--- src/design/lco_pkg.sv ---
// Contract
// - Init reads 48-byte constants area, latches all
// - Echo bit routes line rx to tx
// - Sticky request-to-send held from first request
// - Otherwise request-to-send only while frames pending
// - Destuff bypass; clear-to-send becomes rx strobe
// - Loopback ties tx to rx, no RTS
// - Burst limit caps DMA at eight cycles
// - Stuff bypass; request-to-send becomes tx strobe
// - Memory-to-memory mode runs procedures in memory
// - Promiscuous accepts all frames into pool zero
// - Filter active only with promiscuous receive
// - Polling suppresses interrupt except bus errors
// - Non-polling posts event and asserts interrupt
// - Frame-reject bit gates reject frame transmission
// - System mode picks on-chip or expanded matching
// - Variant bit selects Q.920/Q.921 or alternative
// - Flip bit inverts received address low bit
package lco_pkg;
  localparam int          CONST_BYTES   = 48;
  localparam int          CONST_WORDS   = CONST_BYTES / 2;
  localparam logic [4:0]  LAST_WORD     = 5'h17;
  localparam logic [4:0]  OPT1_WORD     = 5'h00;
  localparam logic [4:0]  OPT2_WORD     = 5'h01;
  localparam logic [23:0] CONST_BASE    = 24'h000000;
  localparam int          ECHO_BIT      = 13;
  localparam int          STICKY_BIT    = 12;
  localparam int          RXBYP_BIT     = 11;
  localparam int          LOOP_BIT      = 10;
  localparam int          BURST_BIT     = 9;
  localparam int          TXBYP_BIT     = 8;
  localparam int          M2M_BIT       = 5;
  localparam int          PROMISC_BIT   = 4;
  localparam int          FILTER_BIT    = 3;
  localparam int          POLL_BIT      = 2;
  localparam int          FRMR_BIT      = 1;
  localparam int          SYSMODE_BIT   = 0;
  localparam int          VARIANT_BIT   = 4;
  localparam int          FLIP_BIT      = 3;
  localparam logic [3:0]  BURST_LIMIT   = 4'h8;
  localparam logic [15:0] OPT_RESET     = 16'h0000;

  typedef struct packed {
    logic echo;
    logic sticky_rts;
    logic rx_bypass;
    logic loopback;
    logic burst_limit;
    logic tx_bypass;
    logic mem_to_mem_enable;
    logic promiscuous;
    logic filter;
    logic polling;
    logic reject_frame_tx_enable;
    logic onchip_match;
    logic protocol_variant_select;
    logic flip;
  } lco_opts_t;
endpackage

--- src/design/lco_top.sv ---
`timescale 1ns/1ps
module lco_top (
  input  wire logic        clk,
  input  wire logic        reset,
  input  wire logic        init_cmd,
  input  wire logic        tx_req_cmd,
  input  wire logic        tx_pending,
  output logic [23:0]      mem_addr,
  output logic             mem_rd,
  input  wire logic        mem_ack,
  input  wire logic [15:0] mem_rdata,
  output logic             init_busy,
  output logic [15:0]      global_options_primary,
  output logic [15:0]      global_options_secondary,
  output logic             serial_tx_data,
  input  wire logic        serial_rx_data,
  input  wire logic        serial_tx_clock,
  input  wire logic        cts_pin,
  output logic             rts_pin,
  input  wire logic        core_tx_data,
  input  wire logic        core_tx_rts,
  output logic             core_rx_data,
  output logic             core_rx_sample,
  output logic             rx_start_strobe,
  input  wire logic        dma_cycle,
  output logic             dma_burst_end,
  input  wire logic        event_post,
  input  wire logic        bus_error,
  output logic             irq,
  input  wire logic        frmr_detect,
  output logic             frmr_tx,
  input  wire logic [12:0] rx_dlci,
  output logic [12:0]      rx_dlci_eff,
  output logic             match_bypass,
  output logic             filter_enable,
  output logic             expanded_mode,
  output logic             mem_to_mem_enable,
  output logic             protocol_variant_select,
  output logic             rx_destuff_enable,
  output logic             tx_stuff_enable
);
  typedef enum logic [1:0] {ST_IDLE, ST_REQ, ST_WAIT} lco_state_t;

  lco_state_t       state_reg, state_next;
  logic [4:0]       idx_reg, idx_next;
  logic [15:0]      opt1_reg, opt1_next;
  logic [15:0]      opt2_reg, opt2_next;
  logic [15:0]      word_reg [0:lco_pkg::CONST_WORDS-1];
  logic             sticky_on_reg, sticky_on_next;
  logic [3:0]       burst_reg, burst_next;
  logic [2:0]       rxd_sync_reg, cts_sync_reg, tclk_sync_reg;
  logic             out_tx_reg, rts_reg, rxd_o_reg, rxs_reg, rx_start_strobe_reg;
  logic             bend_reg, irq_reg, frmr_reg;
  logic [12:0]      dlci_reg;
  lco_pkg::lco_opts_t opts;

  localparam int CONST_WORDS = lco_pkg::CONST_WORDS;

  function automatic logic [23:0] word_addr(input logic [4:0] i);
    word_addr = lco_pkg::CONST_BASE + {18'h00000, i, 1'b0};
  endfunction

  // Option word decode, shared by latched and next views
  function automatic lco_pkg::lco_opts_t decode_opts(input logic [15:0] w1,
                                                      input logic [15:0] w2);
    lco_pkg::lco_opts_t o;
    o.echo                    = w1[lco_pkg::ECHO_BIT];
    o.sticky_rts              = w1[lco_pkg::STICKY_BIT];
    o.rx_bypass               = w1[lco_pkg::RXBYP_BIT];
    o.loopback                = w1[lco_pkg::LOOP_BIT];
    o.burst_limit             = w1[lco_pkg::BURST_BIT];
    o.tx_bypass               = w1[lco_pkg::TXBYP_BIT];
    o.mem_to_mem_enable       = w1[lco_pkg::M2M_BIT];
    o.promiscuous             = w1[lco_pkg::PROMISC_BIT];
    o.filter                  = w1[lco_pkg::FILTER_BIT];
    o.polling                 = w1[lco_pkg::POLL_BIT];
    o.reject_frame_tx_enable  = w1[lco_pkg::FRMR_BIT];
    o.onchip_match            = w1[lco_pkg::SYSMODE_BIT];
    o.protocol_variant_select = w2[lco_pkg::VARIANT_BIT];
    o.flip                    = w2[lco_pkg::FLIP_BIT];
    decode_opts = o;
  endfunction

  // Decoded view of latched words
  always_comb begin
    opts = decode_opts(opt1_reg, opt2_reg);
  end

  // Loader: word by word read of the constants area
  always_comb begin
    state_next = state_reg;
    idx_next   = idx_reg;
    opt1_next  = opt1_reg;
    opt2_next  = opt2_reg;
    case (state_reg)
      ST_IDLE: begin
        if (init_cmd) begin
          state_next = ST_REQ;
          idx_next   = 5'h00;
        end
      end
      ST_REQ: state_next = ST_WAIT;
      ST_WAIT: begin
        if (mem_ack) begin
          if (idx_reg == lco_pkg::OPT1_WORD) opt1_next = mem_rdata;
          if (idx_reg == lco_pkg::OPT2_WORD) opt2_next = mem_rdata;
          if (idx_reg == lco_pkg::LAST_WORD) begin
            state_next = ST_IDLE;
          end else begin
            idx_next   = idx_reg + 5'h01;
            state_next = ST_REQ;
          end
        end
      end
      default: state_next = ST_IDLE;
    endcase
  end

  always_ff @(posedge clk) begin
    if (reset) begin
      state_reg <= ST_IDLE;
      idx_reg   <= 5'h00;
      opt1_reg  <= lco_pkg::OPT_RESET;
      opt2_reg  <= lco_pkg::OPT_RESET;
    end else begin
      state_reg <= state_next;
      idx_reg   <= idx_next;
      opt1_reg  <= opt1_next;
      opt2_reg  <= opt2_next;
    end
  end

  // Every constant word kept, one register each
  genvar g;
  generate
    for (g = 0; g < CONST_WORDS; g++) begin : g_words
      always_ff @(posedge clk) begin
        if (reset) begin
          word_reg[g] <= lco_pkg::OPT_RESET;
        end else if (state_reg == ST_WAIT && mem_ack && idx_reg == 5'(g)) begin
          word_reg[g] <= mem_rdata;
        end
      end
    end
  endgenerate

  // Sticky request-to-send and burst counter
  always_comb begin
    sticky_on_next = sticky_on_reg;
    if (tx_req_cmd && opts.sticky_rts) begin
      sticky_on_next = 1'b1;
    end else if (init_cmd) begin
      sticky_on_next = 1'b0;
    end
    burst_next = burst_reg;
    if (!dma_cycle) begin
      burst_next = 4'h0;
    end else if (burst_reg == lco_pkg::BURST_LIMIT) begin
      burst_next = 4'h1;
    end else begin
      burst_next = burst_reg + 4'h1;
    end
  end

  always_ff @(posedge clk) begin
    if (reset) begin
      sticky_on_reg <= 1'b0;
      burst_reg     <= 4'h0;
    end else begin
      sticky_on_reg <= sticky_on_next;
      burst_reg     <= burst_next;
    end
  end

  // Line pins come from another domain; only stage 2 and later are read
  always_ff @(posedge clk) begin
    if (reset) begin
      rxd_sync_reg  <= 3'h0;
      cts_sync_reg  <= 3'h0;
      tclk_sync_reg <= 3'h0;
    end else begin
      rxd_sync_reg  <= {rxd_sync_reg[1:0], serial_rx_data};
      cts_sync_reg  <= {cts_sync_reg[1:0], cts_pin};
      tclk_sync_reg <= {tclk_sync_reg[1:0], serial_tx_clock};
    end
  end

  // Pin routing and option driven outputs
  logic out_tx_n, rts_n, rxd_o_n, rxs_n, rx_start_strobe_n, bend_n, irq_n, frmr_n;
  logic [12:0] dlci_n;
  logic tclk_rise, rxd_s;
  always_comb begin
    rxd_s     = rxd_sync_reg[1];
    tclk_rise = tclk_sync_reg[1] & ~tclk_sync_reg[2];
    out_tx_n  = core_tx_data;
    rxd_o_n   = rxd_s;
    rxs_n     = 1'b1;
    if (opts.echo) begin
      out_tx_n = rxd_s;
      rxd_o_n  = 1'b1;
    end else if (opts.loopback) begin
      out_tx_n = 1'b1;
      rxd_o_n  = core_tx_data;
      rxs_n    = tclk_rise;
    end
    if (opts.loopback) begin
      rts_n = 1'b0;
    end else if (opts.tx_bypass) begin
      rts_n = core_tx_rts;
    end else if (opts.sticky_rts) begin
      rts_n = sticky_on_reg | (tx_req_cmd);
    end else begin
      rts_n = tx_pending;
    end
    rx_start_strobe_n = opts.rx_bypass & cts_sync_reg[1];
    bend_n   = opts.burst_limit && dma_cycle && burst_next == lco_pkg::BURST_LIMIT;
    irq_n    = bus_error | (event_post & ~opts.polling);
    frmr_n   = frmr_detect & opts.reject_frame_tx_enable;
    dlci_n   = {rx_dlci[12:1], rx_dlci[0] ^ opts.flip};
  end

  always_ff @(posedge clk) begin
    if (reset) begin
      out_tx_reg <= 1'b1;
      rts_reg    <= 1'b0;
      rxd_o_reg  <= 1'b1;
      rxs_reg    <= 1'b0;
      rx_start_strobe_reg <= 1'b0;
      bend_reg   <= 1'b0;
      irq_reg    <= 1'b0;
      frmr_reg   <= 1'b0;
      dlci_reg   <= 13'h0000;
    end else begin
      out_tx_reg <= out_tx_n;
      rts_reg    <= rts_n;
      rxd_o_reg  <= rxd_o_n;
      rxs_reg    <= rxs_n;
      rx_start_strobe_reg <= rx_start_strobe_n;
      bend_reg   <= bend_n;
      irq_reg    <= irq_n;
      frmr_reg   <= frmr_n;
      dlci_reg   <= dlci_n;
    end
  end

  // Registered outputs fed from next values, so they move on the state's own edge
  logic               ip_reg, ip_next;
  logic               rd_reg, rd_next;
  logic [23:0]        addr_reg, addr_next;
  logic               filt_reg, filt_next;
  logic               exp_reg, exp_next;
  logic               destuff_reg, destuff_next;
  logic               stuff_reg, stuff_next;
  lco_pkg::lco_opts_t opts_n;
  always_comb begin
    opts_n       = decode_opts(opt1_next, opt2_next);
    ip_next      = (state_next != ST_IDLE);
    rd_next      = (state_next == ST_WAIT);
    addr_next    = word_addr(idx_next);
    filt_next    = opts_n.promiscuous & opts_n.filter;
    exp_next     = ~opts_n.onchip_match;
    destuff_next = ~opts_n.rx_bypass;
    stuff_next   = ~opts_n.tx_bypass;
  end

  always_ff @(posedge clk) begin
    if (reset) begin
      ip_reg      <= 1'b0;
      rd_reg      <= 1'b0;
      addr_reg    <= lco_pkg::CONST_BASE;
      filt_reg    <= 1'b0;
      exp_reg     <= 1'b1;
      destuff_reg <= 1'b1;
      stuff_reg   <= 1'b1;
    end else begin
      ip_reg      <= ip_next;
      rd_reg      <= rd_next;
      addr_reg    <= addr_next;
      filt_reg    <= filt_next;
      exp_reg     <= exp_next;
      destuff_reg <= destuff_next;
      stuff_reg   <= stuff_next;
    end
  end

  assign mem_rd                   = rd_reg;
  assign mem_addr                 = addr_reg;
  assign init_busy                = ip_reg;
  assign global_options_primary   = opt1_reg;
  assign global_options_secondary = opt2_reg;
  assign serial_tx_data           = out_tx_reg;
  assign rts_pin                  = rts_reg;
  assign core_rx_data             = rxd_o_reg;
  assign core_rx_sample           = rxs_reg;
  assign rx_start_strobe          = rx_start_strobe_reg;
  assign dma_burst_end            = bend_reg;
  assign irq                      = irq_reg;
  assign frmr_tx                  = frmr_reg;
  assign rx_dlci_eff              = dlci_reg;
  assign match_bypass             = opts.promiscuous;
  assign filter_enable            = filt_reg;
  assign expanded_mode            = exp_reg;
  assign mem_to_mem_enable        = opts.mem_to_mem_enable;
  assign protocol_variant_select  = opts.protocol_variant_select;
  assign rx_destuff_enable        = destuff_reg;
  assign tx_stuff_enable          = stuff_reg;
endmodule // lco_top

--- config.mk ---
export PLATFORM = sky130hd
export DESIGN_NAME = lco_top
export DESIGN_NICKNAME = d
export VERILOG_FILES = /design/src/design/lco_pkg.sv /design/src/design/lco_top.sv
export SDC_FILE = /design/constraint.sdc
export NUM_CORES = 1
export LEC_CHECK = 0
export BUFFER_PORTS_ARGS = -buffer_cell sky130_fd_sc_hd__buf_2
export CAP_MARGIN = 40
export CORE_ASPECT_RATIO = 1.2
export CORE_UTILIZATION = 24
export CTS_CLUSTER_SIZE = 12
export DETAILED_ROUTE_END_ITERATION = 6
export PLACE_DENSITY = 0.55
export SYNTH_ARGS = -nofsm -noshare
export SYNTH_HDL_FRONTEND = slang
export SYNTH_SLANG_ARGS = --single-unit
--- constraint.sdc ---
create_clock -name clk -period 1.68 [get_ports clk]
set_input_delay 0.336 -clock clk [delete_from_list [all_inputs] [get_ports clk]]
set_output_delay 0.336 -clock clk [all_outputs]
set_load 0.03 [all_outputs]
After elaboration in Yosys (flattened, before gate mapping)
Cells that the tools add are included.
{"block": "totals", "input_bits": 44, "reg_bits": 97}
{"block": "op_classes", "bitwise_logic": 13, "n_mux": 22, "reduce_logical": 11, "add_sub_neg": 2, "eq_ne": 7}
{"operator": "12-bit 2-to-1 mux", "count": 3}
{"operator": "5-bit 2-to-1 mux", "count": 3}
{"operator": "1-bit 2-to-1 mux", "count": 10}
{"operator": "5-bit case mux with 2 select lines", "count": 1}
{"operator": "4-bit equality test (second input constant)", "count": 2}
{"operator": "4-bit 2-to-1 mux", "count": 2}
{"operator": "2-bit case mux with 3 select lines", "count": 1}
{"operator": "3-bit AND reduction", "count": 2}
{"operator": "5-bit by 1-bit adder with 5-bit output (second input constant)", "count": 1}
{"operator": "1-bit AND", "count": 5}
{"operator": "5-bit by 1-bit equality test with 1-bit output (second input constant)", "count": 1}
{"operator": "5-bit equality test (second input constant)", "count": 1}
{"operator": "5-bit zero test", "count": 1}
{"operator": "1-bit inverter", "count": 5}
{"operator": "4-bit by 1-bit adder with 4-bit output (second input constant)", "count": 1}
{"operator": "2-bit equality test (second input constant)", "count": 2}
{"operator": "2-bit 2-to-1 mux", "count": 2}
{"operator": "2-bit nonzero test", "count": 2}
{"operator": "2-bit OR reduction", "count": 2}
{"operator": "1-bit logical AND", "count": 3}
{"operator": "2-bit by 1-bit equality test with 1-bit output (second input constant)", "count": 1}
{"operator": "2-bit zero test", "count": 1}
{"operator": "1-bit OR", "count": 2}
{"operator": "1-bit XOR", "count": 1}

Depth between registers and ports, before layout
Gate-level depths: netlist of run 1.
{"block": "depth", "word_depth": 5, "mapped_depth": 8, "mapped_depth_nobuf": 5}

Worst setup path before layout of run 1
No wires, ideal clock.
{"block": "synth_path", "kind": "register to register", "start": "register, netlist name mem_addr[1]", "end": "register opt2_reg[0], in the netlist global_options_secondary[0]", "path_stages_with_launch": 7, "slack_ps": -350, "n_path_buf": 2, "arrival_ps": 1898, "path_cell_list": "dfxtp_1 -> ha_1 -> clkbuf_1 -> or4b_1 -> clkbuf_1 -> o21ai_0 -> a21oi_1"}
{"item": "end signal, assigned", "line_no": "lco_top.sv:124", "text": "opt2_reg <= lco_pkg::OPT_RESET;"}
{"item": "end signal, assigned", "line_no": "lco_top.sv:129", "text": "opt2_reg <= opt2_next;"}
{"item": "end, declared", "line_no": "lco_top.sv:47", "text": "logic [15:0] opt2_reg, opt2_next;"}

==> results by group, run 1 <==
Run status
  • Status: completed

CTS
  • Clock buffer depth: 2
  • Worst skew pair latency: 0.33 ns
  • # H-tree levels: 3
  • Clock tree from TritonCTS: done
  • Clock slew at reported path FFs: 0.06 ns
  • TritonCTS buffer count: 9
  • Clk sinks: 78
  • Root Driver: clkbuf_16
  • Cts hold-fix bufs: 0

STA
  • Final hold violation count: 0
  • Worst Setup Slack, final: 0.06759 ns
  • RSZ-0062 raised after global routing: false
  • Slew Limit Fails: 0
  • Crit path time final: 1.612 ns
  • Clk_skew: 0.005021 ns
  • Period utilization: 0.9598
  • Setup violators final: 0
  • F_max: 620.2 MHz

Layout
  • Final nets: 496
  • Layout cell share with drive strength beyond 1: 0.3496
  • Area delta synth->final: 35.24%
  • Reg area: around 1600 um^2
  • Fillers: 1359
  • Area taken by multi-input logic gates: around 1300 um^2
  • Diode count: 0
  • Layout Cells excl Fill: roughly 620

Placement
  • DP Worst Slack: 0.02918 ns
  • I/O Buffers: 110
  • Dpl cells: roughly 600
  • Hpwl dp: between 6 and 7 mm
  • Final Wtd Congestion: 0.7758

Synth
  • Mapped Cells: 337
  • Synth warn: 0
  • Post-synth top cells: dfxtp_1 (78), a21oi_1 (41), o21ai_0 (34), nand4_1 (32)
  • FF+latch count, synth: 78
  • Mapped cell area: between 3000 and 4000 um^2
  • Most common cell in the synthesized netlist: dfxtp_1
  • Mean Syn Cell Area: slightly above 9 um^2
  • Seq/Total Area, Yosys: 0.5061
  • Dominant cell type by area after synthesis: dfxtp_1
  • EDFF count, synth: 0
  • Synth cell types: 40
  • Synth area leaders: dfxtp_1 (51%), a21oi_1 (6.7%), nand4_1 (6.5%), o21ai_0 (5.5%), buf_4 (5.4%)
  • Area fraction of the dominant cell type after synthesis: 0.5061
  • Ys async rst share: 0
  • Post-synth top flop: dfxtp_1

Worst setup path
  • Worst path max stage delay: 0.51 ns
  • Worst EP arrival: 1.87 ns
  • R2r endpoint: filter_enable
  • Worst setup SP type: flop
  • R2R setup slack: slightly below 0.07 ns
  • CP required: 1.94 ns
  • Crit path from: mem_addr[2]
  • End point of the critical path: filter_enable
  • Endpoint class of the critical path: flop
  • Critical path class: reg -> reg
  • Reg-to-Reg Start: mem_addr[2]
  • Slowest CP cell: or4b_4
  • Critical Path Fanout Max: 6
  • Crit-path cells: inv_4, ha_4, or4b_4, or3_4, a21oi_2
  • R2r worst-path depth: 5

Route
  • Drt total wl: 8.588 mm
  • # DRC: 0
  • DRT iter0 DRCs: ~130
  • WL/cell: about 14 um
  • Final ANT Viol Nets: 0
  • Vias: 2809
  • Via-to-Cell Ratio: 4.560
  • Pre-antenna DRT Iters: 4

Power
  • Maximum vdd drop: 0.0004505 V
  • Pwr dens: 1039 nW/um^2
  • Leakage: roughly 1.8 nW
  • Power, Total: ~0.0043 W

Global routing
  • Largest net degree at the start of global routing: 40
  • Gr usage total: 0.1297
  • GR Overflow Total: 0
  • Vias in the first global route: 2574
  • Initial antenna violation count: 0
  • First-pass GRT wire length: 13.41 mm

Hold path
  • Hold Crit Start: rx_dlci[5]
  • Worst min-delay path category: in -> reg

Floorplanning
  • Die span in x: between 100 and 150 um
  • Core area: 12610 um^2
  • FP Rows: 45
  • Initial core utilization: 0.2446
  • Die Y-Extent: 126.2 um
  • IO Count: 130
  • Die area: roughly 13000 um^2

Run
  • Max cap viols: 0
-- worst min-delay path by stage --
stage	to	slack, ns	depth (start not counted)
3_3_place_gp	rx_start_strobe	0.40	2
6_report	rx_dlci_eff[5]	0.22	2
2_1_floorplan	rx_start_strobe	0.40	2
3_5_place_dp	rx_start_strobe	0.41	2
4_1_cts	irq	0.21	3
5_1_grt	tclk_sync_reg[0]	0.21	2
-- area by class of cell --
cell class | instances | area share
repair buffers | 129 | 0.1721
clock inverters | 3 | 0.009595
multi-input cells | 222 | 0.3202
flip-flops and latches | 78 | 0.3763
well taps | 164 | 0.04918
inverters | 7 | 0.007496
clock buffers | 13 | 0.06507
-- routing by layer --
metal | global-route usage | vias up | part of all wire
met5 | 0 | - | 0
met4 | 0.05719 | 0 | 0.016
met3 | 0.03675 | 14 | 0.061
met2 | 0.2148 | 95 | 0.48
met1 | 0.1562 | 1317 | 0.44
li1 | - | 1383 | -
-- cells in the final DEF (no fill, tap or decap), drive strengths merged, types with 4 or more instances in the layout --
cell and n:
nand2b 4, a211oi 4, nand2 9, buf 129, nor3b 4, nand4 32
o21ai 34, clkbuf 13, dfxtp 78, conb 19, nor2 11, inv 7
o211ai 4, ha 5, a21oi 41, nand3 5, nor2b 19
-- where the power goes --
part | internal (W) | total (W) | switching, W | leakage [nW]
combinational | 0.000133 | 0.000419 | 0.000286 | 0.993
clock | 0.00128 | 0.00199 | 0.000712 | 0.155
sequential | 0.00190 | 0.00193 | 0.0000246 | 0.639
-- metrics by stage --
| stage | hold WS [ns] | area [um^2] | utilization | setup TNS [ns] |
|---|---|---|---|---|
| after floorplan | 0.3952 | 3219 | - | -0.5302 |
| after global placement | 0.4029 | 3815 | 0.3025 | 0 |
| after detailed placement | 0.4119 | 3815 | 0.3025 | 0 |
| after CTS | 0.2052 | 4126 | 0.3272 | 0 |
| after global routing | 0.2082 | 4173 | 0.3309 | 0 |
| final | 0.2184 | 4173 | 0.3309 | 0 |
-- cell families (layout without fill, tap and decap cells) --
kind of cell,after synthesis,in the layout,share of synthesized area
adder cells (fa/ha/maj),5,5,0.02028
multiplexers,3,3,0.01014
AO/OA/AOI/OAI,91,91,0.1610
XOR/XNOR,1,1,0.002839
other,1,19,0.001215
flip-flops,78,78,0.5061
buffers and inverters,56,152,0.09814
AND/OR/NAND/NOR,102,103,0.2003
-- what timing repair did --
| item | 4_1_cts | 5_1_grt |
|---|---|---|
| setup endpoints to repair | 0 | 6 |
| resized for setup | 0 | 8 |
| setup buffers | 0 | 3 |
-- critical path: cells and delay by family (launching register included) --
kind            cells  cell delay [ns]
fa+ha+maj           1             0.13
simple gates        2             0.86
compound gates      1             0.13
flops               1             0.36
buf+inv             1             0.06
Power figures use the tool's default switching activity.
==> run 2: changes to the inputs <==
--- a/config.mk
+++ b/config.mk
@@ -11,7 +11,7 @@
 export CORE_UTILIZATION = 24
 export CTS_CLUSTER_SIZE = 12
 export DETAILED_ROUTE_END_ITERATION = 6
-export PLACE_DENSITY = 0.55
+export PLACE_DENSITY = 0.54
 export SYNTH_ARGS = -nofsm -noshare
 export SYNTH_HDL_FRONTEND = slang
 export SYNTH_SLANG_ARGS = --single-unit
==> constraint.sdc (replaced) <==
create_clock -name clk -period 1.5 [get_ports clk]
set_input_delay 0.3 -clock clk [delete_from_list [all_inputs] [get_ports clk]]
set_output_delay 0.3 -clock clk [all_outputs]
set_load 0.03 [all_outputs]
==> run 2 against run 1 <==
- the flow now finishes with violations (negative setup slack)
- via count is 0.36% higher
- core utilization is 1.7 points higher
- global-route usage barely moved
- sequential cell count unchanged
- maximum frequency grew 1.0%
- final area grew 5.2%
- largest cell class unchanged
==> results by group, run 2 (synthesis gave the netlist of run 1 again) <==
STA
  • Period utilization: 1.064 (was 0.9598)
  • Setup TNS Final: -0.4671 ns (was 0 ns)
  • Slew Limit Fails: 0 (unchanged)
  • Final hold violation count: 0 (unchanged)
  • RSZ-0062 raised after global routing: true (was false)
  • F_max: 626.5 MHz (was 620.2 MHz)
  • Clk_skew: 0.006109 ns (was 0.005021 ns)
  • Setup violators final: 24 (was 0)
  • Crit path time final: 1.596 ns (was 1.612 ns)
  • Worst Setup Slack, final: -0.09619 ns (was 0.06759 ns)

Power
  • Power, Total: 0.004927 W (was 0.004334 W)
  • Clock group share of total power: 0.460 (was 0.459)
  • Combinational power share: 0.102 (was 0.097)
  • Maximum vdd drop: 0.0004709 V (was 0.0004505 V)
  • Pwr dens: 1122 nW/um^2 (was 1039 nW/um^2)
  • Pint: 0.003728 W (was 0.003312 W)
  • Switching share of power: 0.2434 (was 0.2358)
  • Leakage: 1.865 nW (was 1.787 nW)
  • Net Sw Power: 0.001199 W (was 0.001022 W)
  • Register share of total power: 0.438 (was 0.445)

Route
  • Vias: 2819 (was 2809)
  • DRT iter0 DRCs: 164 (was 125)
  • # DRC: 0 (unchanged)
  • Pre-antenna DRT Iters: 6 (was 4)
  • WL/cell: 14.07 um (was 13.94 um)
  • Via-to-Cell Ratio: 4.489 (was 4.560)
  • Drt total wl: 8.836 mm (was 8.588 mm)
  • Final ANT Viol Nets: 0 (unchanged)

Worst setup path
  • Critical Path Fanout Max: 8 (was 6)
  • Endpoint class of the critical path: flop (unchanged)
  • Worst EP arrival: 1.86 ns (was 1.87 ns)
  • Worst setup SP type: flop (unchanged)
  • Crit path max-delay family: simple AND/OR/NAND/NOR gates (unchanged)
  • Worst path max stage delay: 0.52 ns (was 0.51 ns)
  • Worst Path Buf+Inv: 1 (unchanged)
  • Crit-path cells: inv_4, ha_4, or4b_4, or3_4, a21oi_2 (unchanged)
  • Critical path class: reg -> reg (unchanged)
  • Slowest CP cell: or4b_4 (unchanged)
  • CP required: 1.77 ns (was 1.94 ns)

Layout
  • Area delta synth->final: 42.34% (was 35.24%)
  • Leading cell types in the layout, fill and taps excluded: buf_2 (110), dfxtp_1 (73), a21oi_1 (39), nand4_1 (32), buf_4 (26) (was buf_2 (110), dfxtp_1 (75), a21oi_1 (40), nand4_1 (32))
  • Final nets: 508 (was 496)
  • Diode count: 0 (unchanged)
  • Fillers: 1316 (was 1359)
  • Layout cell share with drive strength beyond 1: 0.4095 (was 0.3496)
  • Layout Cells excl Fill: 628 (was 616)
  • Most common cell after layout, fill and taps aside: buf_2 (unchanged)
  • Finished layout cell area: 4392 um^2 (was 4173 um^2)

Floorplanning
  • Initial core utilization: 0.2446 (unchanged)
  • Die area: 13320 um^2 (unchanged)
  • IO Count: 130 (unchanged)
  • Die span in x: 105.5 um (unchanged)
  • Core area: 12610 um^2 (unchanged)
  • FP Rows: 45 (unchanged)
  • Die Y-Extent: 126.2 um (unchanged)

Hold path
  • Worst min-delay path category: in -> reg (unchanged)

Global routing
  • Initial antenna violation count: 0 (unchanged)
  • Vias in the first global route: 2722 (was 2574)
  • Largest net degree at the start of global routing: 54 (was 40)
  • GRT Max-Usage Layer: met2 (unchanged)
  • GR Layer Usage met2: 0.2090 (was 0.2148)
  • First-pass GRT wire length: 13.50 mm (was 13.41 mm)
  • GR Overflow Total: 0 (unchanged)
  • GR met3 Demand/Resource: 0.03623 (was 0.03675)
  • Met1 Usage GRT: 0.1591 (was 0.1562)
  • Gr usage total: 0.1302 (was 0.1297)

Placement
  • Final Wtd Congestion: 0.7717 (was 0.7758)
  • Dpl cells: 606 (was 596)
  • DP Worst Slack: -0.07611 ns (was 0.02918 ns)
  • Placed Area: 3915 um^2 (was 3815 um^2)
  • Hpwl dp: 6.338 mm (was 6.351 mm)
  • I/O Buffers: 110 (unchanged)

CTS
  • Cts hold-fix bufs: 0 (unchanged)
  • Root Driver: clkbuf_16 (unchanged)
  • Clock buffer depth: 2 (unchanged)
  • # H-tree levels: 3 (unchanged)
  • Worst skew pair latency: 0.33 ns (about the same)
  • TritonCTS buffer count: 9 (unchanged)
  • Clock tree from TritonCTS: done (unchanged)
  • Clock slew at reported path FFs: 0.06 ns (about the same)
  • Clk sinks: 78 (unchanged)

Run status
  • Status: finished with violations (was completed)
  • Failing checks: negative setup slack

Run
  • Max cap viols: 0 (unchanged)
==> run 2: cell count changes in the layout (fill, tap and decap cells not counted), moves of 2 or more <==
cell / previous run / this run
dfxtp_2: 1 / 3
o21ai_0: 17 / 5
o21ai_2: 0 / 11
dfxtp_1: 75 / 73
clkbuf_1: 2 / 0
clkinvlp_4: 0 / 2
buf_4: 17 / 26
buf_12: 2 / 5
==> run 2: repair_timing <==
item                                    4_1_cts  5_1_grt
endpoints found under the hold margin         0        0
setup buffers                                 0        5
pin swaps                                     1        5
cloned                                        0        1
endpoints found under the setup margin       21       39
resized for setup                            19       17
==> run 2: path summary, 6_finish.rpt <==
| path | start | to | slack [ns] | cells past startpoint |
|---|---|---|---|---|
| worst max register to register | mem_addr[2] | filter_enable | -0.1 | 5 |
| worst min-delay path | serial_rx_data | rxd_sync_reg[0] | 0.18 | 2 |
| worst max-delay path | mem_addr[2] | filter_enable | -0.1 | 5 |
| worst min register to register | cts_sync_reg[1] | rx_start_strobe | 0.42 | 2 |
==> run 2: metrics by stage <==
step	util	hold WS, ns
floorplan	-	0.3952
global placement	0.3104	0.4014
detailed placement	0.3104	0.4018
CTS	0.3385	0.1737
global route	0.3482	0.1667
finish	0.3482	0.1817
==> run 2: routing by layer <==
metal / up-vias / part of all wire
met5: - / 0
met4: 0 / 0.025
met3: 16 / 0.056
met2: 95 / 0.48
met1: 1301 / 0.44
li1: 1407 / -
==> run 2: area by class of cell <==
cell class | count | area, um^2 | area share
tap | 164 | 205.2 | 0.04672
inverter | 7 | 31.28 | 0.007123
sequential | 78 | 1573 | 0.3581
timing repair buffer | 141 | 845.8 | 0.1926
clock inverter | 5 | 55.05 | 0.01254
multi-input combinational | 222 | 1418 | 0.3228
clock buffer | 11 | 264.0 | 0.06011
==> run 2: power groups by stage <==
stage | clock [W] | sequential (W) | combinational (W)
finish | 0.00227 | 0.00216 | 0.000501
global route | 0.00242 | 0.00217 | 0.000536
CTS | 0.00233 | 0.00216 | 0.000482
detailed placement | 0 | 0.00221 | 0.000475
global placement | 0 | 0.00220 | 0.000471
floorplan | 0 | 0.00229 | 0.000249
==> run 2: worst register-to-register path, stage by stage (launching register included) <==
cell and delay [ns]:
dfxtp_4 0.35, inv_4 0.06, ha_4 0.12, or4b_4 0.52
or3_4 0.35, a21oi_2 0.13
